[src/decoder_ctrl_defines.vh]
// register offsets, field positions, reset values and encodings of the decoder control bank
`ifndef DECODER_CTRL_DEFINES_VH
`define DECODER_CTRL_DEFINES_VH

// ----------------------------------------------------------------
// register offsets (serial management sub-addresses)
// ----------------------------------------------------------------
`define ADDR_DECODER_CONTROL_ONE     8'h03
`define ADDR_DECODER_CONTROL_TWO     8'h04
`define ADDR_AMPLIFIER_GAIN_SETTING  8'h05

// ----------------------------------------------------------------
// reset values
// ----------------------------------------------------------------
`define RST_DECODER_CONTROL_ONE      8'h00
`define RST_DECODER_CONTROL_TWO      8'h00
`define RST_AMPLIFIER_GAIN_SETTING   8'h15
`define RST_GAIN_FIELD               7'h15

// ----------------------------------------------------------------
// control one fields
// ----------------------------------------------------------------
`define C1_SPLIT_BIT                 0
`define C1_KILL_LSB                  1
`define C1_KILL_MSB                  2
`define C1_CORING_LSB                3
`define C1_CORING_MSB                4
`define C1_SPEED_BIT                 5
`define C1_VPIN_BIT                  6

// ----------------------------------------------------------------
// control two fields
// ----------------------------------------------------------------
`define C2_AGC_BIT                   0
`define C2_ACC_BIT                   1
`define C2_KILL_DIS_BIT              2
`define C2_FRAME_LSB                 3
`define C2_FRAME_MSB                 4
`define C2_PARITY_BIT                5
`define C2_NOSIG_BIT                 6
`define C2_PIVOT_BIT                 7

// ----------------------------------------------------------------
// gain field and encodings
// ----------------------------------------------------------------
`define GAIN_MSB                     6
`define KILL_EITHER                  2'h0
`define KILL_PLL                     2'h1
`define KILL_BURST                   2'h2
`define CORING_2LSB                  2'h0
`define CORING_3LSB                  2'h1
`define CORING_4LSB                  2'h2
`define CORING_OFF                   2'h3
`define FRAME_DIV1                   2'h0
`define FRAME_DIV2                   2'h1
`define FRAME_DIV4                   2'h2
`define OIF_CAM_PLAIN                2'h0
`define OIF_CAM_TRS                  2'h1
`define CORING_BAND_2                3'h2
`define CORING_BAND_3                3'h3
`define CORING_BAND_4                3'h4
`define PIVOT_GREY                   8'h80
`define PIVOT_BLACK                  8'h10

`endif

[src/video_decoder_control_regs.v]
// control register bank of the composite video decoder and the control decodes it feeds
// Functional notes
// - split bit 0: primary filter for both; 1: luma primary, chroma two-dimensional
// - kill condition 01 pll unlock, 10 weak burst, 00 either, 11 reserved
// - coring 00 +-2, 01 +-3, 10 +-4 lsb, 11 coring off
// - gain speed bit 0 quick, 1 slow for sync and peak loops
// - vertical pin carries vsync/valid area when 0, field id when 1
// - camera interface mode always puts valid area on the vertical pin
// - automatic gain enable and chroma level loop enable, active high
// - colour kill disable bit set means colour kill never applied
// - frame rate field divides rate by 1, 2, 4; code 11 reserved
// - field parity bit selects odd (0) or even (1) decoded field
// - no-signal pin high on h+v loss (0) or v loss only (1)
// - contrast pivot at level 128 when 0, level 16 when 1
// - seven-bit gain sets amplifier gain in manual mode
// - with automatic gain on, reads return the loop's gain
// - with automatic gain on, writes are stored but do not reach amplifier
// - with automatic gain off, written gain drives amplifier and reads back
// - output interface codes 00 and 01 are camera interface mode
`timescale 1ns/100ps
`include "decoder_ctrl_defines.vh"

module video_decoder_control_regs (
   input  wire       clk_i,
   input  wire       rst_i,
   input  wire       reg_wr_i,
   input  wire       reg_rd_i,
   input  wire [7:0] reg_addr_i,
   input  wire [7:0] reg_wdata_i,
   output reg  [7:0] reg_rdata_o,
   input  wire [1:0] output_interface_select_i,
   input  wire [6:0] agc_loop_gain_i,
   input  wire       pll_unlock_i,
   input  wire       burst_low_i,
   input  wire       hsync_lost_i,
   input  wire       vsync_lost_i,
   input  wire       vsync_valid_i,
   input  wire       valid_area_signal_i,
   input  wire       field_id_i,
   output reg        luma_chroma_split_select_o,
   output reg        chroma_2d_filter_o,
   output reg  [1:0] colour_kill_condition_o,
   output reg        colour_kill_o,
   output reg  [1:0] gain_loop_coring_level_o,
   output reg  [2:0] coring_band_lsb_o,
   output reg        gain_loop_speed_o,
   output reg        vertical_pin_o,
   output reg        automatic_gain_enable_o,
   output reg        chroma_level_loop_enable_o,
   output reg        colour_kill_disable_o,
   output reg  [1:0] frame_rate_reduce_o,
   output reg  [2:0] frame_rate_div_o,
   output reg        field_parity_select_o,
   output reg        no_signal_pin_o,
   output reg        free_run_o,
   output reg        contrast_pivot_select_o,
   output reg  [7:0] contrast_pivot_level_o,
   output reg  [6:0] input_amplifier_gain_o
);

   // ----------------------------------------------------------------
   // functions
   // ----------------------------------------------------------------
   function is_camera_mode;
      input [1:0] output_interface_select;
      begin
         is_camera_mode = (output_interface_select == `OIF_CAM_PLAIN) || (output_interface_select == `OIF_CAM_TRS);
      end
   endfunction

   function is_addr;
      input [7:0] addr;
      input [7:0] offset;
      begin
         is_addr = (addr == offset);
      end
   endfunction

   // ----------------------------------------------------------------
   // register storage
   // ----------------------------------------------------------------
   reg  [7:0] control_one_q;
   reg  [7:0] control_two_q;
   reg  [7:0] gain_setting_q;
   wire       wr_one;
   wire       wr_two;
   wire       wr_gain;
   wire       split_sel;
   wire [1:0] kill_sel;
   wire [1:0] coring_sel;
   wire       speed_sel;
   wire       vpin_sel;
   wire       agc_on;
   wire       acc_on;
   wire       kill_off;
   wire [1:0] frame_sel;
   wire       parity_sel;
   wire       nosig_sel;
   wire       pivot_sel;
   wire [7:0] gain_view;
   wire [6:0] gain_field;
   wire       sync_lost_d;
   reg  [7:0] rdata_d;
   reg        kill_d;
   reg  [2:0] band_d;
   reg  [2:0] div_d;

   // ----------------------------------------------------------------
   // write enables
   // ----------------------------------------------------------------
   assign wr_one  = reg_wr_i & is_addr(reg_addr_i, `ADDR_DECODER_CONTROL_ONE);
   assign wr_two  = reg_wr_i & is_addr(reg_addr_i, `ADDR_DECODER_CONTROL_TWO);
   assign wr_gain = reg_wr_i & is_addr(reg_addr_i, `ADDR_AMPLIFIER_GAIN_SETTING);

   // ----------------------------------------------------------------
   // register write
   // ----------------------------------------------------------------
   // reserved bits are kept as written so software reads back what it wrote, except gain bit 7, which reads 0 while agc is on
   always @(posedge clk_i) begin
      if (rst_i) begin
         control_one_q <= `RST_DECODER_CONTROL_ONE;
      end else if (wr_one) begin
         control_one_q <= reg_wdata_i;
      end
   end

   always @(posedge clk_i) begin
      if (rst_i) begin
         control_two_q <= `RST_DECODER_CONTROL_TWO;
      end else if (wr_two) begin
         control_two_q <= reg_wdata_i;
      end
   end

   // gain writes are taken even under agc; they reach the amplifier once agc is off
   always @(posedge clk_i) begin
      if (rst_i) begin
         gain_setting_q <= `RST_AMPLIFIER_GAIN_SETTING;
      end else if (wr_gain) begin
         gain_setting_q <= reg_wdata_i;
      end
   end

   // ----------------------------------------------------------------
   // register fields
   // ----------------------------------------------------------------
   assign split_sel  = control_one_q[`C1_SPLIT_BIT];
   assign kill_sel   = control_one_q[`C1_KILL_MSB:`C1_KILL_LSB];
   assign coring_sel = control_one_q[`C1_CORING_MSB:`C1_CORING_LSB];
   assign speed_sel  = control_one_q[`C1_SPEED_BIT];
   assign vpin_sel   = control_one_q[`C1_VPIN_BIT];
   assign agc_on     = control_two_q[`C2_AGC_BIT];
   assign acc_on     = control_two_q[`C2_ACC_BIT];
   assign kill_off   = control_two_q[`C2_KILL_DIS_BIT];
   assign frame_sel  = control_two_q[`C2_FRAME_MSB:`C2_FRAME_LSB];
   assign parity_sel = control_two_q[`C2_PARITY_BIT];
   assign nosig_sel  = control_two_q[`C2_NOSIG_BIT];
   assign pivot_sel  = control_two_q[`C2_PIVOT_BIT];
   // the written value stays held under agc so it is back in force the moment agc drops
   assign gain_view  = agc_on ? {1'b0, agc_loop_gain_i} : gain_setting_q;
   assign gain_field = gain_view[`GAIN_MSB:0];

   // ----------------------------------------------------------------
   // read path
   // ----------------------------------------------------------------
   always @* begin
      rdata_d = 8'h00; // unmapped sub-addresses read as zero
      if (is_addr(reg_addr_i, `ADDR_DECODER_CONTROL_ONE)) begin
         rdata_d = control_one_q;
      end
      if (is_addr(reg_addr_i, `ADDR_DECODER_CONTROL_TWO)) begin
         rdata_d = control_two_q;
      end
      if (is_addr(reg_addr_i, `ADDR_AMPLIFIER_GAIN_SETTING)) begin
         rdata_d = gain_view;
      end
   end

   always @(posedge clk_i) begin
      if (rst_i) begin
         reg_rdata_o <= 8'h00;
      end else if (reg_rd_i) begin
         reg_rdata_o <= rdata_d;
      end
   end

   // ----------------------------------------------------------------
   // control decodes
   // ----------------------------------------------------------------
   always @* begin
      case (kill_sel)
         `KILL_EITHER: kill_d = pll_unlock_i | burst_low_i;
         `KILL_PLL:    kill_d = pll_unlock_i;
         `KILL_BURST:  kill_d = burst_low_i;
         default:      kill_d = 1'b0; // reserved code: no kill
      endcase
      case (coring_sel)
         `CORING_2LSB: band_d = `CORING_BAND_2;
         `CORING_3LSB: band_d = `CORING_BAND_3;
         `CORING_4LSB: band_d = `CORING_BAND_4;
         default:      band_d = 3'h0; // coring off
      endcase
      case (frame_sel)
         `FRAME_DIV1: div_d = 3'h1;
         `FRAME_DIV2: div_d = 3'h2;
         `FRAME_DIV4: div_d = 3'h4;
         default:     div_d = 3'h1; // reserved code: full rate
      endcase
   end

   // ----------------------------------------------------------------
   // separation filter and colour kill outputs
   // ----------------------------------------------------------------
   always @(posedge clk_i) begin
      if (rst_i) begin
         luma_chroma_split_select_o <= 1'b0;
         chroma_2d_filter_o         <= 1'b0;
         colour_kill_condition_o    <= 2'h0;
         colour_kill_o              <= 1'b0;
         colour_kill_disable_o      <= 1'b0;
      end else begin
         luma_chroma_split_select_o <= split_sel;
         chroma_2d_filter_o         <= split_sel;
         colour_kill_condition_o    <= kill_sel;
         // the disable bit overrides every condition code
         colour_kill_o              <= kill_d & ~kill_off;
         colour_kill_disable_o      <= kill_off;
      end
   end

   // ----------------------------------------------------------------
   // gain loop outputs
   // ----------------------------------------------------------------
   always @(posedge clk_i) begin
      if (rst_i) begin
         gain_loop_coring_level_o   <= 2'h0;
         coring_band_lsb_o          <= `CORING_BAND_2;
         gain_loop_speed_o          <= 1'b0;
         automatic_gain_enable_o    <= 1'b0;
         chroma_level_loop_enable_o <= 1'b0;
         input_amplifier_gain_o     <= `RST_GAIN_FIELD;
      end else begin
         gain_loop_coring_level_o   <= coring_sel;
         coring_band_lsb_o          <= band_d;
         gain_loop_speed_o          <= speed_sel;
         automatic_gain_enable_o    <= agc_on;
         chroma_level_loop_enable_o <= acc_on;
         input_amplifier_gain_o     <= gain_field;
      end
   end

   // ----------------------------------------------------------------
   // shared vertical pin
   // ----------------------------------------------------------------
   // camera mode is tested first so the content bit can never override it
   always @(posedge clk_i) begin
      if (rst_i) begin
         vertical_pin_o <= 1'b0;
      end else if (is_camera_mode(output_interface_select_i)) begin
         vertical_pin_o <= valid_area_signal_i;
      end else if (vpin_sel) begin
         vertical_pin_o <= field_id_i;
      end else begin
         vertical_pin_o <= vsync_valid_i;
      end
   end

   // ----------------------------------------------------------------
   // frame rate and field outputs
   // ----------------------------------------------------------------
   always @(posedge clk_i) begin
      if (rst_i) begin
         frame_rate_reduce_o   <= 2'h0;
         frame_rate_div_o      <= 3'h1;
         field_parity_select_o <= 1'b0;
      end else begin
         frame_rate_reduce_o   <= frame_sel;
         frame_rate_div_o      <= div_d;
         field_parity_select_o <= parity_sel;
      end
   end

   // ----------------------------------------------------------------
   // no-signal pin and free-running mode
   // ----------------------------------------------------------------
   assign sync_lost_d = nosig_sel ? vsync_lost_i : (hsync_lost_i & vsync_lost_i);

   always @(posedge clk_i) begin
      if (rst_i) begin
         no_signal_pin_o <= 1'b0;
         free_run_o      <= 1'b0;
      end else begin
         no_signal_pin_o <= sync_lost_d;
         free_run_o      <= sync_lost_d;
      end
   end

   // ----------------------------------------------------------------
   // contrast pivot
   // ----------------------------------------------------------------
   always @(posedge clk_i) begin
      if (rst_i) begin
         contrast_pivot_select_o <= 1'b0;
         contrast_pivot_level_o  <= `PIVOT_GREY;
      end else begin
         contrast_pivot_select_o <= pivot_sel;
         contrast_pivot_level_o  <= pivot_sel ? `PIVOT_BLACK : `PIVOT_GREY;
      end
   end

endmodule // video_decoder_control_regs

[config.mk]
export PLATFORM = sky130hd
export DESIGN_NAME = video_decoder_control_regs
export DESIGN_NICKNAME = d
export VERILOG_FILES = /design/src/video_decoder_control_regs.v
export VERILOG_INCLUDE_DIRS = /design/src /design/src/src
export SDC_FILE = /design/constraint.sdc
export NUM_CORES = 1
export LEC_CHECK = 0
export ABC_AREA = 1
export BUFFER_PORTS_ARGS = -buffer_cell sky130_fd_sc_hd__buf_2
export CAP_MARGIN = 20
export CORE_ASPECT_RATIO = 1.25
export CORE_MARGIN = 2
export CORE_UTILIZATION = 54
export CTS_CLUSTER_SIZE = 20
export DETAILED_ROUTE_END_ITERATION = 7
export GPL_TIMING_DRIVEN = 0
export PLACE_DENSITY = 0.84
export SYNTH_ARGS = -nofsm -noshare
export SYNTH_HDL_FRONTEND = slang
export SYNTH_SLANG_ARGS = --single-unit
export TNS_END_PERCENT = 30
[constraint.sdc]
create_clock -name clk_i -period 1.9 [get_ports clk_i]
set_input_delay 0.38 -clock clk_i [delete_from_list [all_inputs] [get_ports clk_i]]
set_output_delay 0.38 -clock clk_i [all_outputs]
set_load 0.01 [all_outputs]
==> results.toml, run 1 <==
[outcome]
status = "complete, no violations"

[timing]
finalSetupTns_ns = 0
worstMarginPinSlew_ns = 0.627
max_freq_mhz = 781
relSlewSlack_pct = 58.2
timing.final.crit_share_pct = 67.4
slew_viol_final = 0
worst_slack_ns = 0.620
fin_skew_ns = 0.00963
period_minus_slack_ns = 1.28
timing.hold.ws_ns = 0.256
setup_violations = 0
rsz0062_at_grt = "no"
hold_viol = 0

[placement]
port-buffer-count = 74
pre_cts_slack_ns = 0.434
place_congestion = 0.851
dp.cells = 460
dp_hpwl_um = 4490

[clocking]
hold_buffers = 0
cts_setup_buffers = 0
clock_path_buffers = 2
root_buffer = "clkbuf_8"
numCtsBuffers = 9
cts.clk_slew.worst_paths_ns = 0.07
clock_sinks = 62
cts_tree = "yes"
htreeDepth = 3
clock_latency_ns = 0.35
cts_resized = 0

[setup_path]
endpoint_kind = "output port"
worstSetupStartpointType = "flop"
criticalPathCategory = "flop to output port"
crit_fanout = 2
critPathRequiredTime_ns = 1.52
crit_family = "flip-flops"
cp_num_buf_inv = 2
crit_arrival_ns = 0.90
critPathMaxStageDelay_ns = 0.31
worstPathCellList = "buf_4 -> buf_2"
crit_slowest_cell = "dfxtp_1"

[power_and_ir_drop]
p_total_uw = 2860
irDropWorstVdd_mv = 0.497
comb_power_share_pct = 6.4
cellPowerDensity_mw_per_mm2 = 852
seq_power_share_pct = 45.8
p_int_uw = 2220
p_sw_share_pct = 22.1
clkPwrFrac_pct = 47.8
p_leak_uw = 0.00165
p_sw_uw = 632

[detailed_routing]
wl_met1_um = 2480
avgRoutedWirePerCell_um = 12.9
wl_met2_um = 2980
vias = 2357
dr.first_iter.drc_count = 127
route.met3.wl_um = 454
vias_per_cell = 4.95
routed_wirelength_um = 6120
ant_nets = 0
top_layer = "met4"
dr.pass1.iters = 5
drc = 0

[logic_synthesis]
synth_area_leaders = "dfxtp_1 47%, nand2_1 7.8%, inv_1 6.7%"
ys_types = 30
synth_largest_area_cell = "dfxtp_1"
ys_warn_count = 0
netlist_instances = 321
avgSynthCellArea_um2 = 8.25
synth_top_cell_area_share_pct = 46.9
synth-seq-area-share_pct = 46.9
synth-seq-cells = 62
synth_area_mm2 = 0.00265

[floorplan]
start_util_pct = 56.0
die-area_mm2 = 0.00548
row_count = 28
die_x_um = 66.6
io_pins = 83
core_area_mm2 = 0.00473
die_y_um = 82.3

[hold_path]
holdCritPathClass = "primary input to flop"

[global_route]
overflow = 0
antenna_found_initial = 0
track_usage_pct = 23.7
grt_max_degree = 12
grt_pass1_vias = 2157
grt_pass1_wl_um = 9630

[cells_and_area]
drive_above_1_share_pct = 35.8
area_growth_pct = 26.7
instances_no_fill = 476
n_antenna_cell = 0
final_nets = 449

[run]
max_cap_violations = 0
==> cell type report <==
cell class | instances | area [um2]
Fill cell | 395 | 1380
Sequential cell | 62 | 1240
Multi-Input combinational cell | 191 | 1080
Timing Repair Buffer | 74 | 370
Inverter | 53 | 200
Clock buffer | 12 | 165
Buffer | 20 | 146
Clock inverter | 4 | 76.3
Tap cell | 60 | 75.1
==> Yosys cell counts <==
master	count
dfxtp_1	62
nand2_1	55
inv_1	47
nand3_1	30
nor2_1	23
a21oi_2	18
o21ai_0	14
a21oi_1	10
buf_4	9
nand2_2	7
o21ai_1	7
inv_2	4
nor2_8	4
o211ai_1	4
buf_2	3
buf_6	3
clkbuf_1	3
nand3_4	3
ha_1	2
nand2_4	2
o21ai_2	2
a211oi_1	1
buf_1	1
buf_8	1
clkinv_1	1
clkinv_2	1
conb_1	1
nand3_2	1
nor3_1	1
or2_2	1
==> worst register-to-register path: stages, from the launching register on <==
cell	delay (ns)
dfxtp_1	0.29
buf_2	0.17
inv_2	0.17
nand2_1	0.09
nand2_1	0.09
nand3_1	0.08
nand2_1	0.10
inv_1	0.05
nand2_1	0.08
a21oi_2	0.05
==> power by group through the flow <==
stage | clock, uW | sequential, uW | combinational, uW
3_5_place_dp | 0 | 1340 | 180
4_1_cts | 1370 | 1310 | 181
5_1_grt | 1430 | 1310 | 199
2_1_floorplan | 0 | 1340 | 105
6_report | 1370 | 1310 | 182
3_3_place_gp | 0 | 1340 | 176
==> kinds of logic after synthesis <==
| group | count (synthesis) | synth area share (%) |
|---|---|---|
| simple gates | 127 | 25.0 |
| buf+inv | 73 | 13.1 |
| flops | 62 | 46.9 |
| compound gates | 56 | 13.9 |
| fa+ha+maj | 2 | 0.945 |
| other cells | 1 | 0.142 |
==> metal layers <==
layer | vias up | GRT usage (%)
li1 | 1175 | -
met4 | 0 | 12.0
met5 | - | 0
met2 | 108 | 41.7
met1 | 1055 | 26.2
met3 | 19 | 6.37
==> layout by cell type (no fill, tap or decap), drive strengths merged, types with 6 or more instances in the layout <==
cell	count
dfxtp	62
nand3	34
clkbuf	15
conb	6
nor2	27
nand2	64
buf	91
o21ai	23
inv	52
a21oi	28
==> per-stage QoR <==
stage / area, um2 / util, %
finish: 3350 / 70.9
global route: 3350 / 70.9
CTS: 3350 / 70.9
detailed placement: 3110 / 65.8
global placement: 3110 / 65.8
floorplan: 2670 / -
==> registers in the layout, indices dropped and copies added, names as in the netlist, 2 cells and up <==
signal,cells
colour_kill_condition_o,2
frame_rate_div_o,3
contrast_pivot_level_o,2
control_one_q,8
gain_setting_q,8
coring_band_lsb_o,3
frame_rate_reduce_o,2
gain_loop_coring_level_o,2
control_two_q,8
input_amplifier_gain_o,7
reg_rdata_o,8
==> worst paths after layout <==
check,from,cells after the start,slack (ns),endpoint
max,chroma_2d_filter_o,2,0.62,luma_chroma_split_select_o
min,valid_area_signal_i,3,0.26,vertical_pin_o
max reg2reg,control_two_q[0],9,0.63,reg_rdata_o[1]
min reg2reg,control_one_q[3],1,0.46,coring_band_lsb_o[2]
Note: power is estimated with default switching activity, not from simulation.
==> run 2: changes to the inputs <==
--- a/config.mk
+++ b/config.mk
@@ -11,11 +11,11 @@
 export CAP_MARGIN = 20
 export CORE_ASPECT_RATIO = 1.25
 export CORE_MARGIN = 2
-export CORE_UTILIZATION = 54
+export CORE_UTILIZATION = 50
 export CTS_CLUSTER_SIZE = 20
 export DETAILED_ROUTE_END_ITERATION = 7
 export GPL_TIMING_DRIVEN = 0
-export PLACE_DENSITY = 0.84
+export PLACE_DENSITY = 0.78
 export SYNTH_ARGS = -nofsm -noshare
 export SYNTH_HDL_FRONTEND = slang
 export SYNTH_SLANG_ARGS = --single-unit
==> constraint.sdc (replaced) <==
create_clock -name clk_i -period 1.25 [get_ports clk_i]
set_input_delay 0.25 -clock clk_i [delete_from_list [all_inputs] [get_ports clk_i]]
set_output_delay 0.25 -clock clk_i [all_outputs]
set_load 0.01 [all_outputs]
==> run 2 against run 1 <==
  * First-iteration DRC count rose by 2.4%
  * Clock power up 29%
  * Die area up 7.6%
  * Register-to-register slack got worse by 0.53 ns
==> results.toml, run 2 (synthesis results as in run 1) <==
[outcome]
status = "complete, no violations"

[cells_and_area]
final_nets = 450
drive_above_1_share_pct = 35.6
layout_common_cells = "76 x buf_2, 62 x dfxtp_1, 55 x nand2_1, 47 x inv_1, 30 x nand3_1"
area_growth_pct = 25.9
fin_util_pct = 65.6
nFillCells = 451
multi_input_area_mm2 = 0.00108
n_antenna_cell = 0
seq_area_mm2 = 0.00124
layout_commonest_cell = "buf_2"

[hold_path]
holdCritPathClass = "primary input to flop"

[power_and_ir_drop]
p_total_uw = 4030
cellPowerDensity_mw_per_mm2 = 1210
irDropWorstVdd_mv = 0.723
p_leak_uw = 0.00164

[setup_path]
crit_arrival_ns = 0.90
endpoint_kind = "output port"
critPathRequiredTime_ns = 1.00
worstPathCellList = "buf_4 -> buf_2"
crit_slowest_cell = "dfxtp_1"
worstSetupStartpointType = "flop"
criticalPathCategory = "flop to output port"
critPathMaxStageDelay_ns = 0.32
crit_fanout = 2

[timing]
timing.final.crit_share_pct = 92.4
slew_viol_final = 0
worst_slack_ns = 0.0953
timing.hold.ws_ns = 0.125
hold_viol = 0
max_freq_mhz = 866
period_minus_slack_ns = 1.15
finalSetupTns_ns = 0
rsz0062_at_grt = "no"
setup_violations = 0
relSlewSlack_pct = 58.1
worstMarginPinSlew_ns = 0.629
fin_skew_ns = 0.00502

[global_route]
grt.met1_usage_pct = 26.4
grt_max_degree = 11
grt_util_met3_pct = 6.53
grt-busiest-layer = "met2"
track_usage_pct = 21.7
antenna_found_initial = 0
grt_pass1_vias = 2185
overflow = 0
gr-usage-met2_pct = 33.5
grt_pass1_wl_um = 10000

[detailed_routing]
ant_nets = 0
routed_wirelength_um = 6070
dr.pass1.iters = 4
avgRoutedWirePerCell_um = 12.7
vias_per_cell = 4.85
drc = 0
vias = 2319
dr.first_iter.drc_count = 130

[floorplan]
start_util_pct = 52.1
core_area_mm2 = 0.00508
io_pins = 83
die-area_mm2 = 0.00590
die_y_um = 85.4
row_count = 29
die_x_um = 69.1

[clocking]
numCtsBuffers = 9
clock_path_buffers = 2
cts_tree = "yes"
cts.clk_slew.worst_paths_ns = 0.06
htreeDepth = 3
clock_latency_ns = 0.34
root_buffer = "clkbuf_8"
hold_buffers = 0
clock_sinks = 62

[placement]
dp_hpwl_um = 4460
place_congestion = 0.811
port-buffer-count = 74
pre_cts_slack_ns = -0.0819

[run]
max_cap_violations = 0
run 2: cell count changes in the layout (fill, tap and decap cells not counted):
cell / before / now
clkinv_4: 0 / 1
buf_2: 77 / 76
clkbuf_1: 3 / 4
bufinv_16: 2 / 1
clkbuf_8: 12 / 11
clkinv_2: 1 / 2
inv_2: 4 / 3
clkinvlp_4: 1 / 0
buf_6: 3 / 4
buf_4: 9 / 10
run 2: routing by layer:
layer | share of wire (%) | vias to the layer above
li1 | - | 1175
met1 | 44 | 1040
met2 | 46 | 86
met3 | 5.6 | 18
met4 | 4.2 | 0
met5 | 0 | -
run 2: power breakdown:
part | internal [uW] | switching (uW)
clock | 1020 | 748
sequential | 1990 | 3.95
combinational | 104 | 174
run 2: cell type report:
cell class                 count  area share (%)
buffer                        20            4.58
timing repair buffer          75            11.3
sequential                    62            37.3
tap                           62            2.33
clock inverter                 3            1.31
clock buffer                  12            4.66
multi-input combinational    191            32.4
inverter                      53            6.16
run 2: metrics by stage:
stage	instances	instance area, um2
final	478	3330
after CTS	477	3320
after floorplan	326	2670
after detailed placement	462	3110
after global placement	462	3110
after global routing	478	3330
run 2: worst paths after layout:
path	from	endpoint	slack (ns)	cells past startpoint
setup / recovery	chroma_2d_filter_o	luma_chroma_split_select_o	0.1	2
hold / removal	valid_area_signal_i	vertical_pin_o	0.13	3
setup reg to reg	control_two_q[0]	reg_rdata_o[1]	0.1	9
hold reg to reg	control_one_q[7]	control_one_q[7]	0.45	2
run 2: worst max-delay path: cells and delay by family (launching register included):
family	cells	cell delay, ns
DFF	1	0.32
buffers and inverters	2	0.25
run 2: timing repair:
action / 4_1_cts / 5_1_grt
buffers inserted: 0 / 1
resized for setup: 1 / 4
gates cloned: 0 / 0
setup endpoints to repair: 1 / 7
